--- config.mk ---
export PLATFORM = sky130hd
export DESIGN_NAME = rlx_exec
export DESIGN_NICKNAME = d
export VERILOG_FILES = /design/src/hdl/rlx_unused_placeholder_none.sv /design/src/hdl/rlx_pkg.sv /design/src/hdl/rlx_exec.sv /design/src/hdl/rlx_rotl.sv
export SDC_FILE = /design/constraint.sdc
export NUM_CORES = 1
export LEC_CHECK = 0
export ABC_AREA = 1
export BUFFER_PORTS_ARGS = -buffer_cell sky130_fd_sc_hd__buf_2
export CAP_MARGIN = 25
export CORE_ASPECT_RATIO = 0.5
export CORE_UTILIZATION = 35
export CTS_CLUSTER_SIZE = 25
export DETAILED_ROUTE_END_ITERATION = 6
export GPL_TIMING_DRIVEN = 1
export PLACE_DENSITY = 0.69
export SLEW_MARGIN = 5
export SYNTH_ARGS = -nofsm -noshare
export SYNTH_HDL_FRONTEND = slang
export SYNTH_SLANG_ARGS = --single-unit
export TNS_END_PERCENT = 20
--- constraint.sdc ---
create_clock -name sys_clk -period 2.31 [get_ports sys_clk]
set_input_delay 0 -clock sys_clk [delete_from_list [all_inputs] [get_ports sys_clk]]
set_output_delay 0 -clock sys_clk [all_outputs]
set_load 0.02 [all_outputs]
--- src/hdl/rlx_unused_placeholder_none.sv ---
// Intentionally empty design unit list
`timescale 1ns/10ps
`default_nettype none
`default_nettype wire

--- src/hdl/rlx_pkg.sv ---
// Shared types and constants for the return-literal and rotate-left datapath
package rlx_pkg;
  localparam int unsigned DATA_W      = 8;
  localparam int unsigned FILE_ADDR_W = 7;
  localparam int unsigned PC_W        = 15;
  localparam int unsigned CYC_DIV     = 4;
  localparam int unsigned CNT_W       = 3;
  localparam logic [7:0]  ACC_RESET   = 8'h00;
  localparam logic        CARRY_RESET = 1'b0;
  localparam int unsigned MSB_POS     = 7;

  typedef enum logic [1:0] {
    RLX_OP_NONE  = 2'h0,
    RLX_OP_RETLIT = 2'h1,
    RLX_OP_ROTL  = 2'h2
  } rlx_op_t;

  typedef enum logic [1:0] {
    RLX_ST_IDLE   = 2'h0,
    RLX_ST_RET_2  = 2'h1
  } rlx_state_t;

  typedef struct packed {
    rlx_op_t                op;
    logic [DATA_W-1:0]      literal;
    logic [FILE_ADDR_W-1:0] file_addr;
    logic                   dest_file;
    logic [DATA_W-1:0]      file_operand;
  } rlx_instr_t;

  typedef struct packed {
    logic                   wr_en;
    logic [FILE_ADDR_W-1:0] addr;
    logic [DATA_W-1:0]      data;
  } rlx_file_wr_t;
endpackage : rlx_pkg

--- src/hdl/rlx_exec.sv ---
// Execution datapath for return-with-immediate and rotate-left-via-carry
`timescale 1ns/10ps
`default_nettype none
module rlx_exec
  import rlx_pkg::*;
#(
  parameter int unsigned CYCLE_DIV = rlx_pkg::CYC_DIV
)
(
  // Clock and reset
  input  wire logic                         sys_clk,
  input  wire logic                         reset,
  // Instruction from decoder
  input  wire rlx_pkg::rlx_instr_t          instr,
  input  wire logic                         instr_valid,
  output logic                              instr_ready,
  output logic                              instr_done,
  // Accumulator and carry preload from the rest of the core
  input  wire logic                         acc_load,
  input  wire logic [rlx_pkg::DATA_W-1:0]   acc_load_data,
  input  wire logic                         carry_load,
  input  wire logic                         carry_load_data,
  // Architectural state
  output logic      [rlx_pkg::DATA_W-1:0]   acc,
  output logic                              carry,
  // Register file write port
  output rlx_pkg::rlx_file_wr_t             file_wr,
  // Return stack and program counter
  input  wire logic [rlx_pkg::PC_W-1:0]     stack_top_entry,
  output logic                              stack_pop,
  output logic                              pc_load,
  output logic      [rlx_pkg::PC_W-1:0]     pc_value
);
  import rlx_pkg::*;

  logic [CNT_W-1:0]  div_cnt;
  logic              cyc_en;
  rlx_state_t        state;
  logic              accept;
  logic              acc_ret;
  logic              acc_rot;
  logic [DATA_W-1:0] rot_result;
  logic              rot_carry;

  // Return completes one instruction cycle after it is taken
  localparam int RET_LAT = int'(CYCLE_DIV);

  // Instruction cycle strobe; all execution is aligned to it
  always_ff @(posedge sys_clk) begin
    if (reset) begin
      div_cnt <= '0;
    end else if (div_cnt == CNT_W'(CYCLE_DIV - 1)) begin
      div_cnt <= '0;
    end else begin
      div_cnt <= div_cnt + CNT_W'(1);
    end
  end
  assign cyc_en = (div_cnt == CNT_W'(CYCLE_DIV - 1));

  assign instr_ready = cyc_en && (state == RLX_ST_IDLE);
  assign accept      = instr_valid && instr_ready;
  assign acc_ret     = accept && (instr.op == RLX_OP_RETLIT);
  assign acc_rot     = accept && (instr.op == RLX_OP_ROTL);

  rlx_rotl u_rotl (
    .operand   (instr.file_operand),
    .carry_in  (carry),
    .result    (rot_result),
    .carry_out (rot_carry)
  );

  // Second cycle of the return is spent popping the stack
  always_ff @(posedge sys_clk) begin
    if (reset) begin
      state <= RLX_ST_IDLE;
    end else begin
      case (state)
        RLX_ST_IDLE: begin
          if (acc_ret) begin
            state <= RLX_ST_RET_2;
          end
        end
        RLX_ST_RET_2: begin
          if (cyc_en) begin
            state <= RLX_ST_IDLE;
          end
        end
        default: state <= RLX_ST_IDLE;
      endcase
    end
  end

  // Accumulator; core results win over the preload port
  always_ff @(posedge sys_clk) begin
    if (reset) begin
      acc <= ACC_RESET;
    end else if (acc_ret) begin
      acc <= instr.literal;
    end else if (acc_rot && !instr.dest_file) begin
      acc <= rot_result;
    end else if (acc_load) begin
      acc <= acc_load_data;
    end
  end

  // Carry is touched only by the rotate and the preload port; the rotate wins
  always_ff @(posedge sys_clk) begin
    if (reset) begin
      carry <= CARRY_RESET;
    end else if (acc_rot) begin
      carry <= rot_carry;
    end else if (carry_load) begin
      carry <= carry_load_data;
    end
  end

  // Write-back goes out as a one-cycle strobe
  always_ff @(posedge sys_clk) begin
    if (reset) begin
      file_wr <= '0;
    end else begin
      file_wr.wr_en <= acc_rot && instr.dest_file;
      if (acc_rot) begin
        file_wr.addr <= instr.file_addr;
        file_wr.data <= rot_result;
      end
    end
  end

  // Stack pop and PC reload at the end of the return
  always_ff @(posedge sys_clk) begin
    if (reset) begin
      stack_pop <= 1'b0;
      pc_load   <= 1'b0;
      pc_value  <= '0;
    end else begin
      stack_pop <= (state == RLX_ST_RET_2) && cyc_en;
      pc_load   <= (state == RLX_ST_RET_2) && cyc_en;
      if ((state == RLX_ST_RET_2) && cyc_en) begin
        pc_value <= stack_top_entry;
      end
    end
  end

  always_ff @(posedge sys_clk) begin
    if (reset) begin
      instr_done <= 1'b0;
    end else begin
      instr_done <= acc_rot || (accept && instr.op == RLX_OP_NONE) ||
                    ((state == RLX_ST_RET_2) && cyc_en);
    end
  end

  property p_ret_acc;
    @(posedge sys_clk) disable iff (reset)
    acc_ret |=> acc == $past(instr.literal);
  endproperty
  a_ret_acc: assert property (p_ret_acc) else $error("accumulator missed immediate");

  property p_pop_pc;
    @(posedge sys_clk) disable iff (reset)
    stack_pop |-> pc_load && pc_value == $past(stack_top_entry);
  endproperty
  a_pop_pc: assert property (p_pop_pc) else $error("pc not loaded from stack top");

  property p_ret_two_cycles;
    @(posedge sys_clk) disable iff (reset)
    acc_ret |=> (!instr_done && !stack_pop) ##RET_LAT (instr_done && stack_pop);
  endproperty
  a_ret_two_cycles: assert property (p_ret_two_cycles) else $error("return not two cycles");

  property p_ret_carry;
    @(posedge sys_clk) disable iff (reset)
    (state == RLX_ST_RET_2) && !carry_load |=> $stable(carry);
  endproperty
  a_ret_carry: assert property (p_ret_carry) else $error("return touched carry");

  property p_ret_flags;
    @(posedge sys_clk) disable iff (reset)
    acc_ret && !carry_load |=> $stable(carry);
  endproperty
  a_ret_flags: assert property (p_ret_flags) else $error("return changed carry when taken");

  property p_rot_value;
    @(posedge sys_clk) disable iff (reset)
    acc_rot && !instr.dest_file |=>
      acc == {$past(instr.file_operand[6:0]), $past(carry)} && carry == $past(instr.file_operand[7]);
  endproperty
  a_rot_value: assert property (p_rot_value) else $error("rotate result wrong");

  property p_rot_file;
    @(posedge sys_clk) disable iff (reset)
    acc_rot && instr.dest_file && !acc_load |=>
      file_wr.wr_en && file_wr.addr == $past(instr.file_addr) && acc == $past(acc) &&
      file_wr.data == {$past(instr.file_operand[6:0]), $past(carry)};
  endproperty
  a_rot_file: assert property (p_rot_file) else $error("rotate write-back wrong");

  property p_rot_acc_only;
    @(posedge sys_clk) disable iff (reset)
    acc_rot && !instr.dest_file |=> !file_wr.wr_en;
  endproperty
  a_rot_acc_only: assert property (p_rot_acc_only) else $error("rotate wrote file for d=0");

  property p_rot_one_cycle;
    @(posedge sys_clk) disable iff (reset)
    acc_rot |=> instr_done && !stack_pop;
  endproperty
  a_rot_one_cycle: assert property (p_rot_one_cycle) else $error("rotate not single cycle");

  c_ret: cover property (@(posedge sys_clk) disable iff (reset) acc_ret ##[1:16] stack_pop);
  c_rot_acc: cover property (@(posedge sys_clk) disable iff (reset) acc_rot && !instr.dest_file);
  c_rot_file: cover property (@(posedge sys_clk) disable iff (reset) acc_rot && instr.dest_file && carry);
  c_idle_op: cover property (@(posedge sys_clk) disable iff (reset) accept && instr.op == RLX_OP_NONE);
  c_ret_rot: cover property (@(posedge sys_clk) disable iff (reset) stack_pop ##[1:16] acc_rot);
endmodule // rlx_exec
`default_nettype wire

--- src/hdl/rlx_rotl.sv ---
// Rotate one byte left through the carry flag
`timescale 1ns/10ps
`default_nettype none
module rlx_rotl
  import rlx_pkg::*;
(
  // Operand
  input  wire logic [rlx_pkg::DATA_W-1:0] operand,
  input  wire logic                       carry_in,
  // Result
  output logic      [rlx_pkg::DATA_W-1:0] result,
  output logic                            carry_out
);
  assign result    = {operand[DATA_W-2:0], carry_in};
  assign carry_out = operand[MSB_POS];
endmodule // rlx_rotl
`default_nettype wire

# Word level (Yosys, flattened, before mapping)
# Index checks and enable logic that the tools add are counted.
# Widths: inputs -> output; s select.
dict set report totals {
  register_bits 47
  in_bits 55
  output_inout_bits 44
  wordCells 42
}
dict set report op_classes {
  add_sub_neg 1
  eq_ne 6
  mux 8
  reduce_logical 17
}
# cell n
set op_table {}
lappend op_table {{$mux 8} 3}
lappend op_table {{$logic_and 1x1->1} 8}
lappend op_table {{$eq 2x1->1 const B} 2}
lappend op_table {{$logic_not 2->1} 2}
lappend op_table {{$mux 2} 2}
lappend op_table {{$ne 2x2->1 const B} 2}
lappend op_table {{$pmux 2 s2} 1}
lappend op_table {{$add 3x1->3 const B} 1}
lappend op_table {{$eq 3x2->1 const B} 1}
lappend op_table {{$reduce_bool 3->1} 1}
lappend op_table {{$eq 2x2->1 const B} 1}
lappend op_table {{$logic_or 1x1->1} 2}
lappend op_table {{$mux 1} 2}
lappend op_table {{$reduce_and 2->1} 1}
lappend op_table {{$reduce_bool 2->1} 1}
lappend op_table {{$reduce_or 2->1} 1}
lappend op_table {{$logic_not 1->1} 1}

# Logic depth before layout (Yosys ltp)
# Gate-level depths: netlist of the first run.
dict set report depth {
  depth_word 7
  depth_mapped 10
  ltp_nobuf 10
}

# Cells and area by module
# From an unflattened synthesis of the first run, not the netlist that was laid out.
dict set report unflattened {
  cells_unflattened 263
  area_unflattened_um2 1990.7
}
# module n_inst cells_per_inst area_each_um2 seq_area_each_um2
set by_module_without_submodules {}
lappend by_module_without_submodules {rlx_exec 1 254 1923.1 920.9}
lappend by_module_without_submodules {rlx_rotl 1 9 67.6 0.0}

# Worst setup path before layout of the first run
# OpenSTA, ideal clock, no wires.
dict set report synth_timing {
  kind {reg-to-reg}
  from {reg div_cnt[0]}
  to {reg acc[0] (netlist name)}
  setup_time_ns 0.120
  arrival_ns 1.394
  path_slack_ns 0.796
  path_stages_with_launch 9
  cell_sequence {dfxtp_1 > ha_1 > ha_1 > nand3_4 > nor2_8 > nand2_4 > buf_6 > a21boi_0 > a21oi_1}
}
dict set report synth_via {
  elab_chain_cells 7
}
# item line_no
set synth_rtl {}
lappend synth_rtl {{start: declaration} rlx_exec.sv:36} ;# logic [CNT_W-1:0] div_cnt;
lappend synth_rtl {{start signal: assignment} rlx_exec.sv:55} ;# div_cnt <= div_cnt + CNT_W'(1);
lappend synth_rtl {{$eq 3x2->1 *} rlx_exec.sv:58} ;# assign cyc_en = (div_cnt == CNT_W'(CYCLE_DIV - 1));
lappend synth_rtl {{$logic_and 1x1->1 *} rlx_exec.sv:60} ;# assign instr_ready = cyc_en && (state == RLX_ST_IDLE);
lappend synth_rtl {{$logic_and 1x1->1 *} rlx_exec.sv:61} ;# assign accept = instr_valid && instr_ready;
lappend synth_rtl {{$logic_and 1x1->1} rlx_exec.sv:63} ;# assign acc_rot = accept && (instr.op == RLX_OP_ROTL);
lappend synth_rtl {{$logic_and 1x1->1} rlx_exec.sv:99} ;# end else if (acc_rot && !instr.dest_file) begin
lappend synth_rtl {{$mux 8} rlx_exec.sv:99}
lappend synth_rtl {{$mux 8} rlx_exec.sv:97} ;# end else if (acc_ret) begin
lappend synth_rtl {{end signal: assignment} rlx_exec.sv:98} ;# acc <= instr.literal;
lappend synth_rtl {{end signal: assignment} rlx_exec.sv:100} ;# acc <= rot_result;
lappend synth_rtl {{end signal: assignment} rlx_exec.sv:102} ;# acc <= acc_load_data;
lappend synth_rtl {{end: declaration} rlx_exec.sv:24} ;# output logic [rlx_pkg::DATA_W-1:0] acc,
# Mark *: on every way between the ends. The rest lies on a longest branch, timed or not.
# A chain may end at the register's enable or synchronous reset.

# Final worst setup path of the first run
dict set report layout_timing {
  from {reg div_cnt[0]}
  to {reg carry}
}
dict set report layout_via {
  elab_chain_cells 5
}
# item line_no
set layout_rtl {}
lappend layout_rtl {{$eq 3x2->1 *} rlx_exec.sv:58}
lappend layout_rtl {{$logic_and 1x1->1 *} rlx_exec.sv:60}
lappend layout_rtl {{$logic_and 1x1->1 *} rlx_exec.sv:61}
lappend layout_rtl {{$logic_and 1x1->1 *} rlx_exec.sv:63}
lappend layout_rtl {{$mux 1 or $reduce_bool 2->1 (tied branches)} --}
lappend layout_rtl {{end signal: assignment} rlx_exec.sv:111} ;# carry <= rot_carry;
lappend layout_rtl {{end signal: assignment} rlx_exec.sv:113} ;# carry <= carry_load_data;
lappend layout_rtl {{end: declaration} rlx_exec.sv:25} ;# output logic carry,
# Marks and branches as above.

==> metrics.txt, run 1 <==
setup bufs post-CTS=0; # diodes=0; adder-cell share of the synthesized area=roughly 1.3%; layout cells sized above 1=around 30%; Final HPWL DP=roughly 3700 µm; Vert. Die Dim=54.5 µm; Max Transition Viols Final=0; crit-path cells=ha_1 -> ha_1 -> nand3_4 -> nor2_8 -> inv_1 -> o21ai_0 -> a31oi_1; startpoint types=flop; Post-synth EDFFs=0; crit path capture type=flop; XOR/XNOR share of the synthesized area=0%; largest family of logic cells by synthesized area=simple AND/OR/NAND/NOR gates; RSZ-0062 raised after global routing=false; FMAX=between 500 and 600 MHz; H-tree level count=2; area of the core=approximately 5100 µm²; count leader, synth=nor2_1; Post-Synth Simple-Gate Area=28.1%; Clock Skew=0.0109 ns; root buffer cell=clkbuf_8; first-pass GRT wire length=8380 µm; gr ovfl total=0; DIE AREA=between 5000 and 6000 µm²; outcome=finished clean; Slowest Stage Delay on Critical Path=roughly 0.34 ns; Clock Path Buffers=2; Ys Warns=0; drt first pass iters=4; fin util=56.8%; maxcap violations=0; nets=444; Die W=roughly 110 µm; fraction of registers with async set/reset=0%; compound-gate portion of the synthesized area=around 14%; Detail Route Antenna Nets=0; Leak=about 1.5 nW; synth cell count leaders=59 x nor2_1, 46 x dfxtp_1, 36 x o21ai_0; Max transition margin=~63%; final hold vios=0; Initial Util=approximately 38%; Synth top area share=between 40% and 50%; DR WL/cell=between 10 and 15 µm; register area share after synthesis=47.7%; initial antenna violation count=0; Critical Path Fanout Max=28; fill count=slightly below 500; Required @ worst endpoint=roughly 2.5 ns; CTS Buf Count=5; Syn Nets=314; CTS tree=built; final period utilization=82.6%; routed via count=2100; critical path's slowest cell=dfxtp_1; Worst-Skew Late Latency=0.30 ns; gpl congestion=between 0.7 and 0.8; setup TNS=0 ns; Post-Syn Area=1930 µm²; row count=18; multi-input logic area=between 800 and 900 µm²; Syn-to-layout area delta=50.3%; final wirelength=~5400 µm; crit path time final=1.91 ns; maximum number of pins on one net before global-route repair=29; CP dominant cell by count=ha_1; vias in the first global route=1944; DR DRC count=0; Setup Viol. Count Final=0; vias per cell=between 4 and 5; sequential standard cell area=a little over 900 µm²; critical path type=flop to flop; synthesis-stage register bit count=46; peak supply drop=273 µV; Netlist cell types=25; synth top area cells=dfxtp_1 48%, nor2_1 11%, o21ai_0 9.3%; synthesized area per cell=7.52 µm²; Yosys top cell by area=dfxtp_1; CTS clock-pin slew for the worst setup and hold paths=around 0.090 ns; multiplexer share of the synthesized area=0%; top_reg_cell synth=dfxtp_1; # IOs=99; worst-margin pin slew=between 0.5 and 0.6 ns; Setup WS pre-CTS=approximately 0.40 ns; CTS Sinks=46; Post-Syn Instances=approximately 260; port buffer count=between 90 and 100; Worst EP arrival=around 2.1 ns; GRT Util Overall=between 10% and 20%; worst hold path class=primary input to flop; Final WS setup=about 0.40 ns; PD cells=roughly 540 nW/µm²; 1st-iter DRT viols=about 110
-- cells in the final DEF (no fill, tap or decap) --
cell type and count:
clkinv_2 1, nor3_1 1, o22ai_1 2, a21oi_1 8, buf_2 98, ha_1 2, inv_2 1, nand3b_1 8
a31oi_1 1, inv_1 27, dlygate4sd3_1 34, nand3_4 1, clkinvlp_4 1, nor2_1 59, dfxtp_1 46, nand3_1 14
nor2_8 1, o21ai_0 36, buf_4 2, a21boi_0 4, nand2_1 29, nor2_4 2, a21boi_1 1, clkinv_1 1
clkbuf_8 6, nand2_2 1, nand2_4 1
-- timing repair --
action | in CTS | in global routing
resized for setup | 0 | 0
hold buffers | 34 | 0
endpoints found under the hold margin | 35 | 0
-- registers in the layout, summed over array words and instances, names as in the netlist --
name,flops
acc,8
carry,1
div_cnt,3
file_wr,16
instr_done,1
pc_load,1
pc_value,15
state,1
-- critical path, delay by kind of cell, from the launching register on --
kind	cells	cell delay [ns]
adders and majority gates	2	0.38
and+or+nand+nor	2	0.45
buffers and inverters	1	0.30
AOI/OAI and AO/OA	2	0.31
DFF	1	0.34
-- routing by layer --
layer	wire, µm	GRT usage [%]
met2	2750	36.5
met4	109	8.68
met3	260	4.52
met1	2300	19.8
met5	0	0
-- path summary, 6_finish.rpt --
path / slack [ns] / cells past startpoint / from / end
max: 0.40 / 7 / div_cnt[0] / carry
min: 0.006 / 4 / instr[24] / instr_done
min reg2reg: 0.43 / 1 / div_cnt[0] / div_cnt[0]
max reg2reg: 0.40 / 7 / div_cnt[0] / carry
-- logic make-up (layout without fill, tap and decap cells) --
logic type / after synthesis / in the layout
AOI/OAI and AO/OA: 52 / 52
adders and majority gates: 2 / 2
buffers and inverters: 40 / 171
DFF: 46 / 46
and+or+nand+nor: 117 / 117
-- final cells by class --
class	count	share of cell area, %
clock buffer	6	2.84
tap	70	3.02
timing repair buffer	134	29.1
sequential	46	31.7
inverter	29	3.75
clock inverter	2	0.431
multi-input combinational	171	29.1
-- metrics by stage --
stage | power (mW) | instances | hold WS [ns] | area (µm²)
floorplan | 0.937 | 257 | 0.0724 | 1930
global placement | 1.01 | 416 | 0.226 | 2470
detailed placement | 1.02 | 416 | 0.231 | 2470
CTS | 1.57 | 458 | 0.00250 | 2900
global route | 1.63 | 458 | 0.0110 | 2900
finish | 1.56 | 458 | 0.00566 | 2900
-- power breakdown --
part,switching [mW],internal [mW],total [mW]
clock,0.274,0.241,0.514
sequential,0.00985,0.814,0.823
combinational,0.108,0.113,0.221
total,0.392,1.17,1.56
Power figures use the tool's default switching activity.
==> inputs of run 2 (changes only) <==
==> constraint.sdc (replaced) <==
create_clock -name sys_clk -period 1.9 [get_ports sys_clk]
set_input_delay 0 -clock sys_clk [delete_from_list [all_inputs] [get_ports sys_clk]]
set_output_delay 0 -clock sys_clk [all_outputs]
set_load 0.02 [all_outputs]
==> metrics.txt, run 2 (same netlist as run 1, synthesis figures left out) <==
outcome=finished clean; Reg with most FFs=file_wr; WHS=0.0124 ns (+0.00676 ns); Vert. Die Dim=54.5 µm (unchanged); final hold vios=0 (unchanged); maxcap violations=0 (unchanged); Clock Skew=0.0122 ns (+0.00130 ns); CTS Sinks=46 (unchanged); Setup WS pre-CTS=0.170 ns (-0.231 ns); CP dominant cell by count=nand3_1; GRT Util Overall=19.3% (+0.72 points); peak supply drop=338 µV (+24%); CP top delay family=simple AND/OR/NAND/NOR gates; Final Power=1.93 mW (+24%); met2 routed WL=3060 µm (+11%); CTS tree=built; crit path capture type=flop; Slowest Stage Delay on Critical Path=0.36 ns (+0.02 ns); Clock Path Buffers=2 (unchanged); Final WS setup=0.127 ns (-0.275 ns); Max Used Layer=met4; most common cell after layout, fill and taps aside=buf_2; worst-margin pin slew=0.471 ns (-0.0773 ns); DR WL/cell=12.3 µm (+4.1%); Setup Viol. Count Final=0 (unchanged); Die W=107 µm (unchanged); vias per cell=4.65 (+1.4%); Largest register FFs=16 (unchanged); PD cells=655 nW/µm² (+22%); M1 wire length=2340 µm (+1.7%); final wirelength=5690 µm (+4.8%); fill count=467 (-5.1%); DIE AREA=5840 µm² (unchanged); H-tree level count=2 (unchanged); Critical Path Fanout Max=18 (-36%); Syn-to-layout area delta=52.1%; crit-path cells=ha_1 -> ha_1 -> nand3_4 -> nor2_8 -> buf_4 -> nand3_1 -> nand3_1 -> nand3_1 -> nand2_1 -> inv_1; DR DRC count=0 (unchanged); # diodes=0 (unchanged); Worst-Skew Late Latency=0.30 ns (about the same); CTS Buf Count=5 (unchanged); port buffer count=98 (unchanged); Required @ worst endpoint=2.12 ns (-0.36 ns); gpl congestion=0.783 (+4.5%); initial antenna violation count=0 (unchanged); crit path time final=1.77 ns (-0.135 ns); area of the core=5110 µm² (unchanged); Max transition margin=68.6% (+5.2 points); Max Transition Viols Final=0 (unchanged); biggest regs=file_wr x16, pc_value x15, acc x8; nets=447 (+0.68%); FMAX=564 MHz (+7.6%); maximum number of pins on one net before global-route repair=25 (-14%); Initial Util=37.8% (unchanged); most frequent cells in the layout=98 x buf_2, 59 x nor2_1, 46 x dfxtp_1, 36 x o21ai_0, 36 x dlygate4sd3_1; row count=18 (unchanged); startpoint types=flop; routed via count=2143 (+2.0%); critical path's slowest cell=dfxtp_1; layout cells sized above 1=29.7% (about the same); Final HPWL DP=3820 µm (+2.9%); Leak=1.55 nW (+1.2%); Worst EP arrival=1.99 ns (-0.09 ns); # IOs=99 (unchanged); CTS clock-pin slew for the worst setup and hold paths=0.10 ns (about the same); worst hold path class=primary input to flop; first-pass GRT wire length=8560 µm (+2.1%); 1st-iter DRT viols=102 (-4.7%); gr ovfl total=0 (unchanged); WP buf/inv=2 (+1); final period utilization=93.3% (+11 points); Detail Route Antenna Nets=0 (unchanged); root buffer cell=clkbuf_8; met3 wire length=210 µm (-19%); drt first pass iters=4 (unchanged); critical path type=flop to flop; vias in the first global route=2027 (+4.3%); RSZ-0062 raised after global routing=true
## run 2: cell count changes in the layout (fill, tap and decap cells not counted), sizes merged
| cell | change |
|---|---|
| dlygate4sd3 | +2 |
| inv | +2 |
| buf | +1 |
| clkbuf | -1 |
| clkinvlp | -1 |
## run 2: worst paths after layout
kind                   start          to  slack (ns)  cells after the start
setup / recovery  div_cnt[0]      acc[7]        0.13                     10
hold / removal     instr[24]  instr_done        0.01                      4
setup reg to reg  div_cnt[0]      acc[7]        0.13                     10
hold reg to reg   div_cnt[0]  div_cnt[0]        0.45                      1
## run 2: per-layer routing
layer	GRT usage [%]	vias to the layer above
li1	-	1085
met1	20.3	1004
met2	39.0	48
met3	4.64	6
met4	7.31	0
met5	0	-
## run 2: area by class of cell
type / instances / area (µm²) / area share, %
repair buffers: 137 / 873 / 29.7
inverters: 29 / 109 / 3.71
well taps: 70 / 87.6 / 2.98
clock inverters: 3 / 28.8 / 0.980
multi-input cells: 171 / 850 / 28.9
flip-flops and latches: 46 / 921 / 31.3
clock buffers: 5 / 68.8 / 2.34
## run 2: worst register-to-register path: cells and delay by family (launching register included)
family | cells | cell delay [ns]
DFF | 1 | 0.36
and+or+nand+nor | 6 | 0.65
adders and majority gates | 2 | 0.40
buffers and inverters | 2 | 0.27
## run 2: what timing repair did
item                                    in CTS  in global routing
endpoints found under the hold margin       37                  0
setup buffers                                0                  0
gates resized for setup                      0                  1
endpoints found under the setup margin       0                  9
hold buffers                                36                  0
## run 2: through the flow
stage	utilization, %	instances	TNS, ns	instance area, µm²
after global placement	48.4	417	0	2470
final	57.5	461	0	2940
after CTS	57.4	461	0	2930
after floorplan	-	257	0	1930
after global routing	57.5	461	-0.0825	2940
after detailed placement	48.4	417	0	2470
## run 2: where the power goes
part	switching [mW]	internal, mW	total [mW]
Clock	0.372	0.276	0.648
Combinational	0.136	0.141	0.276
Sequential	0.0122	0.989	1.00
==> inputs of run 3 (changes only) <==
--- a/config.mk
+++ b/config.mk
@@ -14,6 +14,7 @@
 export DETAILED_ROUTE_END_ITERATION = 6
 export GPL_TIMING_DRIVEN = 1
 export PLACE_DENSITY = 0.69
+export SETUP_SLACK_MARGIN = 0.3
 export SLEW_MARGIN = 5
 export SYNTH_ARGS = -nofsm -noshare
 export SYNTH_HDL_FRONTEND = slang
==> metrics.txt, run 3 (same netlist as run 1, synthesis figures left out) <==
DP Cell Count=417 (unchanged); crit path capture type=flop; Critical Path Fanout Max=9 (-9); R2R Path Start=div_cnt[0]; startpoint types=flop; Final HPWL DP=3820 µm (unchanged); RSZ-0062 raised after global routing=true; maxcap violations=0 (unchanged); Detail Route Antenna Nets=0 (unchanged); area of the core=5110 µm² (unchanged); Vert. Die Dim=54.5 µm (unchanged); met2 routed WL=3560 µm (+16%); peak supply drop=296 µV (-12%); Syn-to-layout area delta=63.4%; final wirelength=6770 µm (+19%); Clock Skew=0.0221 ns (+0.00988 ns); Setup WS pre-CTS=0.170 ns (unchanged); gpl congestion=0.783 (unchanged); most common cell after layout, fill and taps aside=buf_2; Reg with most FFs=file_wr; routed via count=2274 (+6.1%); CTS tree=built; gr ovfl total=0 (unchanged); M1 wire length=2660 µm (+14%); drt first pass iters=4 (unchanged); Setup Viol. Count Final=0 (unchanged); Worst EP arrival=1.88 ns (-0.11 ns); maximum number of pins on one net before global-route repair=25 (unchanged); Final WS setup=0.224 ns (+0.0963 ns); Initial Util=37.8% (unchanged); final period utilization=88.2% (-5.1 points); 1st-iter DRT viols=163 (+60%); DR WL/cell=14.2 µm (+15%); layout cells sized above 1=34.5% (+4.8 points); DR DRC count=0 (unchanged); FF-to-FF End=acc[5]; root buffer cell=clkbuf_8; vias in the first global route=2112 (+4.2%); Die W=107 µm (unchanged); setup TNS=0 ns (unchanged); port buffer count=98 (unchanged); critical path type=flop to flop; initial antenna violation count=0 (unchanged); Leak=1.62 nW (+5.1%); Max Transition Viols Final=0 (unchanged); CTS Sinks=46 (unchanged); GRT Util Overall=21.3% (+2.0 points); Clock Path Buffers=2 (unchanged); cell count of the worst reg-to-reg path=8 (-2); R2R Setup Slk=0.22 ns (+0.10 ns); row count=18 (unchanged); CTS Buf Count=5 (unchanged); fin area=3160 µm² (+7.5%); Largest register FFs=16 (unchanged); final hold vios=0 (unchanged); worst-margin pin slew=0.478 ns (+0.00697 ns); multi-input logic area=915 µm² (+7.7%); # diodes=0 (unchanged); nets=462 (+3.4%); crit path time final=1.68 ns (-0.0963 ns); worst hold path class=primary input to flop; DIE AREA=5840 µm² (unchanged); sequential standard cell area=923 µm² (+0.27%); met3 wire length=323 µm (+54%); placed cell area=2470 µm² (unchanged); biggest regs=file_wr x16, pc_value x15, acc x8; CTS clock-pin slew for the worst setup and hold paths=0.11 ns (about the same); Max transition margin=68.1% (-0.47 points); # IOs=99 (unchanged); Hold EP=instr_done; fin util=61.7% (+4.3 points); outcome=finished clean; fill count=421 (-9.9%); min-delay src=instr[24]; Max Used Layer=met4; FMAX=596 MHz (+5.7%); vias per cell=4.78 (+2.8%); first-pass GRT wire length=9200 µm (+7.6%); H-tree level count=2 (unchanged); PD cells=632 nW/µm² (-3.6%); Required @ worst endpoint=2.11 ns (about the same); Worst-Skew Late Latency=0.32 ns (+0.02 ns); fin cells=476 (+3.3%); most frequent cells in the layout=98 x buf_2, 55 x nor2_1, 44 x dfxtp_1, 37 x dlygate4sd3_1, 36 x o21ai_0; WHS Path Cells=4 (unchanged)
## run 3: where the power goes
| group | internal, mW | total (mW) | switching [mW] |
|---|---|---|---|
| registers | 0.991 | 1.01 | 0.0161 |
| logic | 0.159 | 0.314 | 0.154 |
| clock network | 0.276 | 0.675 | 0.398 |
## run 3: final cells by class
| type | instances | share of cell area [%] |
|---|---|---|
| sequential | 46 | 29.3 |
| clock buffer | 5 | 2.18 |
| clock inverter | 3 | 0.912 |
| timing repair buffer | 152 | 32.3 |
| multi-input combinational | 171 | 29.0 |
| inverter | 29 | 3.57 |
| tap | 70 | 2.77 |
## run 3: how the worst max path moves through the flow
stage | startpoint | to | cells after the start
2_1_floorplan | div_cnt[0] | acc[0] | 8
3_3_place_gp | div_cnt[0] | acc[7] | 10
3_5_place_dp | div_cnt[0] | acc[6] | 10
4_1_cts | div_cnt[0] | file_wr[10] | 8
5_1_grt | div_cnt[0] | acc[5] | 8
6_report | div_cnt[0] | acc[5] | 8
## run 3: worst max-delay path, stage by stage, from the launching register on
cell and delay (ns):
dfxtp_2 0.36, ha_4 0.16, ha_4 0.16, nand3_4 0.12, nor2_4 0.09, nor2_4 0.27, nand2_8 0.10, o21ai_0 0.21
a21oi_1 0.07
## run 3: metal layers
metal  track usage [%]  vias to the layer above
li1                  -                     1113
met1              21.7                     1066
met2              41.4                       75
met3              5.12                       20
met4              13.9                        0
met5                 0                        -
## run 3: through the flow
| step | power, mW | hold slack [ns] |
|---|---|---|
| after floorplan | 1.14 | 0.0724 |
| after global placement | 1.23 | 0.226 |
| after detailed placement | 1.24 | 0.229 |
| after CTS | 1.96 | 0.0167 |
| after global routing | 2.07 | 0.0173 |
| final | 2.00 | 0.00497 |
## run 3: what timing repair did
item	in CTS	in global routing
gates resized for setup	11	10
endpoints found under the hold margin	37	0
buffers inserted	8	6
pin swaps	4	4
endpoints found under the setup margin	23	32
hold buffers	37	0
